<file path="src/hdl/pse_pkg.sv">
package pse_pkg;
   localparam int          PSE_PIPES      = 64;
   localparam int          PSE_MAP_BYTES  = 8;
   localparam logic [7:0]  PSE_LEN        = 8'h11;
   localparam logic [7:0]  PSE_EVT_CODE   = 8'h88;
   localparam int          PSE_DISC_BIT   = 0;
   localparam int          PSE_UNUSED_BIT = 63;
   localparam int          PSE_FRAME_LEN  = 18;
   localparam int          PSE_FIFO_DEPTH = 8;
   localparam logic [4:0]  PSE_IDX_RST    = 5'h00;

   typedef enum logic [1:0] {
      PSE_IDLE = 2'b00,
      PSE_SEND = 2'b01
   } pse_state_e;
endpackage

</file>
<file path="src/hdl/pse_stream_if.sv">
`timescale 1ns/10ps
interface pse_stream_if #(parameter int W = 8);
   logic [W-1:0] data;
   logic         valid;
   logic         ready;
   modport src (output data, output valid, input ready);
   modport snk (input data, input valid, output ready);
endinterface

</file>
<file path="src/hdl/pse_builder.sv">
`timescale 1ns/10ps
// What this block does
// - An event is sent whenever pipe availability or needs-open changes.
// - Frame is length 17, code 0x88, 8 open bytes, 8 needs-open bytes.
// - Pipe n is bit n%8 of byte n/8, first byte sent first.
// - Open map bit is one for an available pipe, zero otherwise.
// - Needs-open bit is one for a pipe that requires opening and is not available.
// - Bits 1 to 62 are pipes 1 to 62; bit 63 is sent as zero.
// - Open map bit 0 reports discovery complete as one, pending as zero.
// - Discovery status reads one when no discovery is required.
// - Needs-open map bit 0 is always sent as zero.
// - A pipe in the open map is usable at once with no further step.
// - A needs-open pipe takes data only after the peer is told to send.
module pse_builder
   import pse_pkg::*;
(
   input  wire logic        mclk,
   input  wire logic        rst_b,
   input  wire logic [63:0] pipe_avail,
   input  wire logic [63:0] pipe_needs_open,
   input  wire logic        disc_done,
   input  wire logic        disc_not_required,
   input  wire logic [63:0] peer_told_send,
   output logic [63:0]      pipe_rx_enable,
   output logic [7:0]       evt_data,
   output logic             evt_valid,
   input  wire logic        evt_ready,
   output logic             evt_busy
);
   // ---------------------------------------------------------------
   // Reset release
   // ---------------------------------------------------------------
   logic       rst_s1_q;
   logic       rst_s2_q;

   always_ff @(posedge mclk or negedge rst_b) begin
      if (!rst_b) begin
         rst_s1_q <= 1'b0;
         rst_s2_q <= 1'b0;
      end else begin
         rst_s1_q <= 1'b1;
         rst_s2_q <= rst_s1_q;
      end
   end

   // ---------------------------------------------------------------
   // State
   // ---------------------------------------------------------------
   typedef struct packed {
      pse_state_e  st;
      logic [4:0]  idx;
      logic [63:0] open_snap;
      logic [63:0] need_snap;
      logic [63:0] open_last;
      logic [63:0] need_last;
      logic        pend;
      logic        primed;
      logic [63:0] rx_en;
   } pse_s;

   pse_s        s_q;
   pse_s        s_d;
   logic [63:0] open_now;
   logic [63:0] need_now;
   logic        changed;
   logic [7:0]  byte_sel;
   pse_stream_if #(.W(8)) fb ();

   // ---------------------------------------------------------------
   // Map assembly
   // ---------------------------------------------------------------
   genvar g;
   generate
      for (g = 0; g < PSE_PIPES; g++) begin : g_map
         if (g == PSE_DISC_BIT) begin : g_b0
            assign open_now[g] = disc_done | disc_not_required;
            assign need_now[g] = 1'b0;
         end else if (g == PSE_UNUSED_BIT) begin : g_b63
            assign open_now[g] = 1'b0;
            assign need_now[g] = 1'b0;
         end else begin : g_pipe
            assign open_now[g] = pipe_avail[g];
            assign need_now[g] = pipe_needs_open[g] & ~pipe_avail[g];
         end
      end
   endgenerate

   assign changed = s_q.primed &&
                    ((open_now != s_q.open_last) ||
                     (need_now != s_q.need_last));

   // Byte order: first map byte carries pipes 0..7, LSB = lowest pipe
   always_comb begin
      byte_sel = 8'h00;
      case (s_q.idx)
         5'h00:   byte_sel = PSE_LEN;
         5'h01:   byte_sel = PSE_EVT_CODE;
         default: begin
            if (s_q.idx < 5'h0A) begin
               byte_sel = s_q.open_snap[8*(s_q.idx-5'h02) +: 8];
            end else begin
               byte_sel = s_q.need_snap[8*(s_q.idx-5'h0A) +: 8];
            end
         end
      endcase
   end

   assign fb.data  = byte_sel;
   assign fb.valid = (s_q.st == PSE_SEND);

   // ---------------------------------------------------------------
   // Sequencer
   // ---------------------------------------------------------------
   always_comb begin
      s_d = s_q;
      s_d.primed = 1'b1;
      if (!s_q.primed || changed) begin
         s_d.open_last = open_now;
         s_d.need_last = need_now;
      end
      // Change seen mid-frame is kept and sent after
      if (changed || !s_q.primed) begin
         s_d.pend = 1'b1;
      end
      // Open pipes run at once, needs-open pipes wait for peer
      for (int i = 0; i < PSE_PIPES; i++) begin
         s_d.rx_en[i] = open_now[i] |
                        (need_now[i] & peer_told_send[i]);
      end
      s_d.rx_en[PSE_DISC_BIT] = 1'b0;
      case (s_q.st)
         PSE_IDLE: begin
            if (s_q.pend && !changed) begin
               s_d.st        = PSE_SEND;
               s_d.idx       = PSE_IDX_RST;
               s_d.open_snap = s_q.open_last;
               s_d.need_snap = s_q.need_last;
               s_d.pend      = 1'b0;
            end
         end
         PSE_SEND: begin
            if (fb.ready) begin
               if (s_q.idx == 5'(PSE_FRAME_LEN - 1)) begin
                  s_d.st  = PSE_IDLE;
                  s_d.idx = PSE_IDX_RST;
               end else begin
                  s_d.idx = s_q.idx + 5'h01;
               end
            end
         end
         default: begin
            s_d.st = PSE_IDLE;
         end
      endcase
   end

   always_ff @(posedge mclk or negedge rst_s2_q) begin
      if (!rst_s2_q) begin
         s_q <= '0;
      end else begin
         s_q <= s_d;
      end
   end

   // ---------------------------------------------------------------
   // Output buffer
   // ---------------------------------------------------------------
   pse_fifo #(
      .WIDTH (8),
      .DEPTH (PSE_FIFO_DEPTH)
   ) u_fifo (
      .clk      (mclk),
      .rst_b    (rst_s2_q),
      .wr       (fb.snk),
      .rd_data  (evt_data),
      .rd_valid (evt_valid),
      .rd_ready (evt_ready)
   );

   assign pipe_rx_enable = s_q.rx_en;
   assign evt_busy       = (s_q.st == PSE_SEND) | evt_valid;
endmodule

</file>
<file path="src/hdl/pse_fifo.sv">
`timescale 1ns/10ps
module pse_fifo
   import pse_pkg::*;
#(
   parameter int WIDTH = 8,
   parameter int DEPTH = PSE_FIFO_DEPTH
) (
   input  wire logic       clk,
   input  wire logic       rst_b,
   pse_stream_if.snk       wr,
   output logic [WIDTH-1:0] rd_data,
   output logic            rd_valid,
   input  wire logic       rd_ready
);
   localparam int AW = $clog2(DEPTH);

   typedef struct packed {
      logic [AW-1:0] wp;
      logic [AW-1:0] rp;
      logic [AW:0]   cnt;
   } pse_fifo_s;

   pse_fifo_s              s_q;
   pse_fifo_s              s_d;
   logic [WIDTH-1:0]       mem [DEPTH];
   logic                   push;
   logic                   pop;

   assign wr.ready = (s_q.cnt != (AW+1)'(DEPTH));
   assign rd_valid = (s_q.cnt != '0);
   assign push     = wr.valid & wr.ready;
   assign pop      = rd_valid & rd_ready;
   assign rd_data  = mem[s_q.rp];

   always_comb begin
      s_d = s_q;
      if (push) begin
         s_d.wp = (s_q.wp == AW'(DEPTH-1)) ? '0 : s_q.wp + 1'b1;
      end
      if (pop) begin
         s_d.rp = (s_q.rp == AW'(DEPTH-1)) ? '0 : s_q.rp + 1'b1;
      end
      s_d.cnt = s_q.cnt + (AW+1)'(push) - (AW+1)'(pop);
   end

   always_ff @(posedge clk or negedge rst_b) begin
      if (!rst_b) begin
         s_q <= '0;
      end else begin
         s_q <= s_d;
      end
   end

   always_ff @(posedge clk) begin
      if (push) begin
         mem[s_q.wp] <= wr.data;
      end
   end
endmodule

</file>
<file path="config.mk">
export PLATFORM = sky130hd
export DESIGN_NAME = pse_builder
export DESIGN_NICKNAME = d
export VERILOG_FILES = /design/src/hdl/pse_pkg.sv /design/src/hdl/pse_stream_if.sv /design/src/hdl/pse_builder.sv /design/src/hdl/pse_fifo.sv
export SDC_FILE = /design/constraint.sdc
export NUM_CORES = 1
export LEC_CHECK = 0
export ABC_AREA = 0
export BUFFER_PORTS_ARGS = -buffer_cell sky130_fd_sc_hd__buf_2
export CORE_MARGIN = 2
export CORE_UTILIZATION = 35
export DETAILED_ROUTE_END_ITERATION = 7
export HOLD_SLACK_MARGIN = 0.05
export SLEW_MARGIN = 20
export SYNTH_ARGS = -nofsm -noshare
export SYNTH_HDL_FRONTEND = slang
export SYNTH_HIERARCHICAL = 1
export SYNTH_SLANG_ARGS = --single-unit
</file>
<file path="constraint.sdc">
create_clock -name mclk -period 13.6 [get_ports mclk]
set_input_delay 1.36 -clock mclk [delete_from_list [all_inputs] [get_ports mclk]]
set_output_delay 1.36 -clock mclk [all_outputs]
set_load 0.01 [all_outputs]
</file>
### Yosys cells after proc, flatten, opt, wreduce, memory -nomap -nowiden

Memories as Yosys holds them, arrays and structs flattened.
Index checks and enable logic that the tools add are counted.

| storage, ports and cells | value |
|---|---|
| flip-flop bits (word level) | 333 |
| RAM bits | 64 |
| input port bits | 197 |
| output and inout bits | 74 |
| word-level logic and storage cells | 316 |
| memories | 1 |

| cells by class | value |
|---|---|
| $add $sub $neg | 7 |
| $lt $le $gt $ge | 1 |
| eq/ne operators | 11 |
| shifts and indexed selects | 2 |
| muxes and demuxes | 15 |
| bitwise gates (word level) | 252 |
| reductions and logical operators | 13 |

Memories:

| name | words | bits a word | read ports | clocked after memory_dff | wr ports | line | RTL |
|---|---|---|---|---|---|---|---|
| u_fifo.mem | 8 | 8 | 1 | 0 | 1 | pse_fifo.sv:25 | `logic [WIDTH-1:0] mem [DEPTH];` |

Operator list:

| cell | count |
|---|---|
| $mux W135 | 1 |
| $shiftx A64 B33 Y8 | 2 |
| $and A1 B1 Y1 | 126 |
| $or A1 B1 Y1 | 64 |
| $ne A63 B63 Y1 | 1 |
| $ne A62 B62 Y1 | 1 |
| $not A1 Y1 | 62 |
| $pmux W8 S2 | 1 |
| $pmux W5 S2 | 1 |
| $mux W8 | 1 |
| $mux W7 | 1 |
| $add A3 B1 Y3 const B | 2 |
| $eq A3 B3 Y1 const B | 2 |
| $mux W3 | 2 |
| $ne A2 B2 Y1 const B | 3 |
| $reduce_and A3 Y1 | 2 |
| $sub A5 B2 Y6 const B | 1 |
| $sub A5 B4 Y6 const B | 1 |
| $add A5 B1 Y5 const B | 1 |
| $eq A5 B1 Y1 const B | 1 |
| $eq A5 B5 Y1 const B | 1 |
| $logic_not A5 Y1 | 1 |
| $lt A5 B4 Y1 const B | 1 |
| $mux W1 | 5 |
| other kinds (14) | 17 |

### Logic depth before layout (Yosys ltp)

| logic depth | value |
|---|---|
| depth in word-level cells | 9 |
| mapped depth | 11 |
| depth with buffers taken out | 11 |

### Hierarchy

The synthesis kept the hierarchy.

By module, submodules not included:

| module | times used | cells an instance | area an instance (um^2) |
|---|---|---|---|
| pse_builder | 1 | 1043 | 14212.4 |
| pse_fifo | 1 | 150 | 3098.0 |

### Least setup slack after synthesis

Ideal clock, no wire load.

| timing | value |
|---|---|
| path type | input to register |
| start point | input port pipe_needs_open[11] |
| end point | register s_q[204] (netlist name) |
| arrival | 3388 ps |
| data required time | 13472 ps |
| path slack | 10085 ps |
| stages on the path | 10 |
| buffers on the path | 2 |
| cells stage by stage | nor2b_1 > a2111oi_0 > o2111ai_1 > nor4_1 > nand4_1 > o41ai_2 > nand2_1 > buf_6 > buf_6 > mux2_1 |

| on the way | value |
|---|---|
| word-level cells in the longest chain between the ends | 7 |

RTL lines:

| element | line | RTL |
|---|---|---|
| start, declared | pse_builder.sv:20 | `input wire logic [63:0] pipe_needs_open,` |
| $and A1 B1 Y1 | pse_builder.sv:83 | `assign need_now[g] = pipe_needs_open[g] & ~pipe_avail[g];` |
| $ne A62 B62 Y1 | pse_builder.sv:90 | `(need_now != s_q.need_last));` |
| $logic_or A1 B1 Y1 | pse_builder.sv:89 | `((open_now != s_q.open_last) \|\|` |
| $logic_and A1 B1 Y1 | pse_builder.sv:88 | `assign changed = s_q.primed &&` |
| $logic_not A1 Y1 | pse_builder.sv:133 | `if (s_q.pend && !changed) begin` |
| $logic_and A1 B1 Y1 | pse_builder.sv:133 |  |
| $reduce_and A2 Y1 (no source line) | - |  |
| end signal, assigned | pse_builder.sv:159 | `s_q <= '0;` |
| end signal, assigned | pse_builder.sv:161 | `s_q <= s_d;` |
| end, declared | pse_builder.sv:61 | `pse_s s_q;` |

Every way passes these cells.
A chain may end at the register's enable or synchronous reset.

### Final worst setup path

| timing | value |
|---|---|
| start point | input port pipe_avail[46] |
| end point | register s_q[307] (netlist name) |

| on the way | value |
|---|---|
| word-level cells in the longest chain between the ends | 8 |
| elaborated cells on any way between the ends | 9 |
| those cells by class | eq/ne (2); bitwise (2); reduce/logical (5) |

RTL lines:

| element | line | RTL |
|---|---|---|
| start, declared | pse_builder.sv:19 | `input wire logic [63:0] pipe_avail,` |
| $not A1 Y1 | pse_builder.sv:83 |  |
| $and A1 B1 Y1 | pse_builder.sv:83 |  |
| $ne A62 B62 Y1 | pse_builder.sv:90 |  |
| $logic_or A1 B1 Y1 (*) | pse_builder.sv:89 |  |
| $logic_and A1 B1 Y1 (*) | pse_builder.sv:88 |  |
| $logic_not A1 Y1 (*) | pse_builder.sv:133 |  |
| $logic_and A1 B1 Y1 (*) | pse_builder.sv:133 |  |
| $reduce_and A2 Y1 (no source line) (*) | - |  |

Mark *: on every way between the ends. The rest lies on a longest branch, timed or not.

==> run metrics <==
outcome complete, no violations; Core Box Area 48800 um2; R2R Path Start s_q[190]$_DFFE_PN0P_; row cnt 81; final setup vio count 0; CTS tree built; Fin Setup TNS 0 ps; crit start category input port; power consumption 0.00427 W; setup slack, reg-to-reg 9580 ps; clk root buf clkbuf_16; Post-synth EDFFs 64; Setup Crit Path Kind input port to flop; Top Ports 271; Synth area leaders dfrtp_1 (48%), edfxtp_1 (11%), mux2_4 (6.9%), mux4_2 (4.8%), xnor2_1 (3.8%); end point of the critical path s_q[307]$_DFFE_PN0P_; Most used DFF post-synth dfrtp_1; flop and latch count out of synthesis 396; Slew HR 0.266; cts hold-fix bufs 0; Pwr Density 212 nW/um2; Comb power frac 0.297; Slew Limit Fails 0; post-CTS setup buffer count 0; slowest stage delay, CP 690 ps; H-tree levels 2; Avg Cell Area, Syn 14.5 um2; first-pass GRT wire length 62300 um; max-cap viol count 0; Overflow after GRT 0; area grow syn2layout 16.3%; Resize count post-CTS 0; Max rail drop VDD 0.0000874 V; dpl cell area 18600 um2; HPWL after DPL 30200 um; Cell Area, Synth 17300 um2; Fillers 4604; skew final 15.1 ps; async set-or-reset flop fraction in the synthesized netlist 0.838; RSZ-0062 raised after global routing no; Seq/Total Area, Yosys 0.591; FF-to-FF End s_q[307]$_DFFE_PN0P_; DR pass1 iterations 5; Via density 4.70; top-count cell post-synth dfrtp_1; worst skew pair latency 570 ps; crit-path max FO 58; total CTS buffers 45; clk sinks 396; Synth warnings 6; Final period util 0.343; Unique masters post-synth 49; Initial Util 0.354; area of the die 51300 um2; CTS Buffer Depth 3; hold_ws 351 ps; Net Sw Frac 0.300; count of input and output buffers 262; CP Data Arrival Time 5110 ps; minimum clock period 4670 ps; CP required 14050 ps; GPL Wtd Cong 0.768; die height 226 um; Int Power 0.00299 W; clk slew on worst S/H paths 60 ps; largest net degree at the start of global routing 82; cells on worst reg2reg path 9; global-route usage over all layers 0.164; HP Class flop to flop; cells after synthesis 1193; CP max stage cell a2111oi_0; Post-synth top cells dfrtp_1 (332), mux2_4 (80), xnor2_1 (75); fmax 214 MHz; worst-margin pin slew 1100 ps; number of DRC markers in iteration 0 503; drt total wl 41300 um; vias 9653; initial antenna violation count 2; worst-path cell chain buf_2 -> nand2b_1 -> a2111oi_0 -> nand3_1 -> nor4_1 -> nand4_1 -> o41ai_2 -> nand2_4 -> buf_4 -> mux2_1; leakage power 9.18 nW; Fin. Hold Viols 0; post-synth top area share 0.480; Worst Hold Path Cells 0; drt drc 0; crit end category flop; Detail Route Antenna Nets 0; share of layout cells above drive strength 1 0.375; sequential share of power 0.421; Finished Cell Area 20100 um2; number of global-route vias before repair 10100; area leader, netlist dfrtp_1; Wirelength per Cell 20.1 um; Core Util, Final 0.412; Crit. Startpoint pipe_avail[46]; fin nets 1570; Die X 226 um; Clk pwr share 0.281; NetSw 0.00128 W
## through the flow
step           std cells  worst slack (ps)
2_1_floorplan       1195              3660
3_3_place_gp        1973              8540
3_5_place_dp        1973              8530
4_1_cts             2053              9120
5_1_grt             2055              8900
6_report            2055              8930
## worst min path at each step
stage | start | end
2_1_floorplan | rst_s1_q$_DFF_PN0_ | rst_s2_q$_DFF_PN0_
3_3_place_gp | rst_s1_q$_DFF_PN0_ | rst_s2_q$_DFF_PN0_
3_5_place_dp | rst_s1_q$_DFF_PN0_ | rst_s2_q$_DFF_PN0_
6_report | rst_s1_q$_DFF_PN0_ | rst_s2_q$_DFF_PN0_
5_1_grt | rst_s1_q$_DFF_PN0_ | rst_s2_q$_DFF_PN0_
4_1_cts | rst_s1_q$_DFF_PN0_ | rst_s2_q$_DFF_PN0_
## metal layers
| metal | GRT usage | share of wire | vias up |
|---|---|---|---|
| li1 | - | - | 4426 |
| met3 | 0.0293 | 0.049 | 51 |
| met1 | 0.222 | 0.44 | 4954 |
| met5 | 0 | 0.00032 | - |
| met4 | 0.0501 | 0.021 | 2 |
| met2 | 0.269 | 0.49 | 220 |
## power groups by stage
stage / clock network [W] / registers [W] / logic [W]
floorplan: 0 / 0.00173 / 0.00101
global placement: 0 / 0.00181 / 0.00125
detailed placement: 0 / 0.00182 / 0.00128
CTS: 0.00123 / 0.00180 / 0.00129
global route: 0.00128 / 0.00184 / 0.00137
finish: 0.00120 / 0.00180 / 0.00127
## placed cells by master, fill, tap and decap left out, types with 8 or more instances in the layout
cell type and count:
nand2_1 21, o21ai_0 9, inv_1 26, nand4_1 17, nor4_1 8, mux4_1 8, buf_2 262, a21o_1 64
clkbuf_16 46, xnor2_1 75, buf_4 8, mux4_2 37, mux2_4 80, nand3_1 12, xor2_1 35, nand2b_1 11
mux2i_1 16, mux2_2 47, clkbuf_1 10, ha_1 15, edfxtp_1 64, nor2b_1 60, mux2_1 12, nor2_1 19
dfrtp_1 330
## cell type report
type	instances	area, um2	share of cell area
Tap cell	664	831	0.0413
Inverter	26	97.6	0.00485
Timing Repair Buffer	272	1410	0.0700
Sequential cell	396	10200	0.508
Antenna cell	1	2.50	0.000124
Clock buffer	62	1270	0.0631
Clock inverter	18	183	0.00907
Multi-Input combinational cell	616	6100	0.303
## worst max-delay path, delay by kind of cell
family / cells / cell delay (ps)
and+or+nand+nor: 5 / 1480
buffers and inverters: 2 / 650
AOI/OAI and AO/OA: 2 / 1100
muxes: 1 / 440
## state kept, by name (all words and copies together), names as in the netlist
name,flops
rst_s2_q,1
rst_s1_q,1
u_fifo/s_q,10
pipe_rx_enable,62
s_q,258
u_fifo/mem,64
## kinds of logic after synthesis
family,share of synthesized area
flops,0.591
compound gates,0.0492
simple gates,0.0549
fa+ha+maj,0.0120
buf+inv,0.0595
mux,0.177
other cells,0.000434
xor+xnor,0.0557
Note: power is estimated with default switching activity, not from simulation.
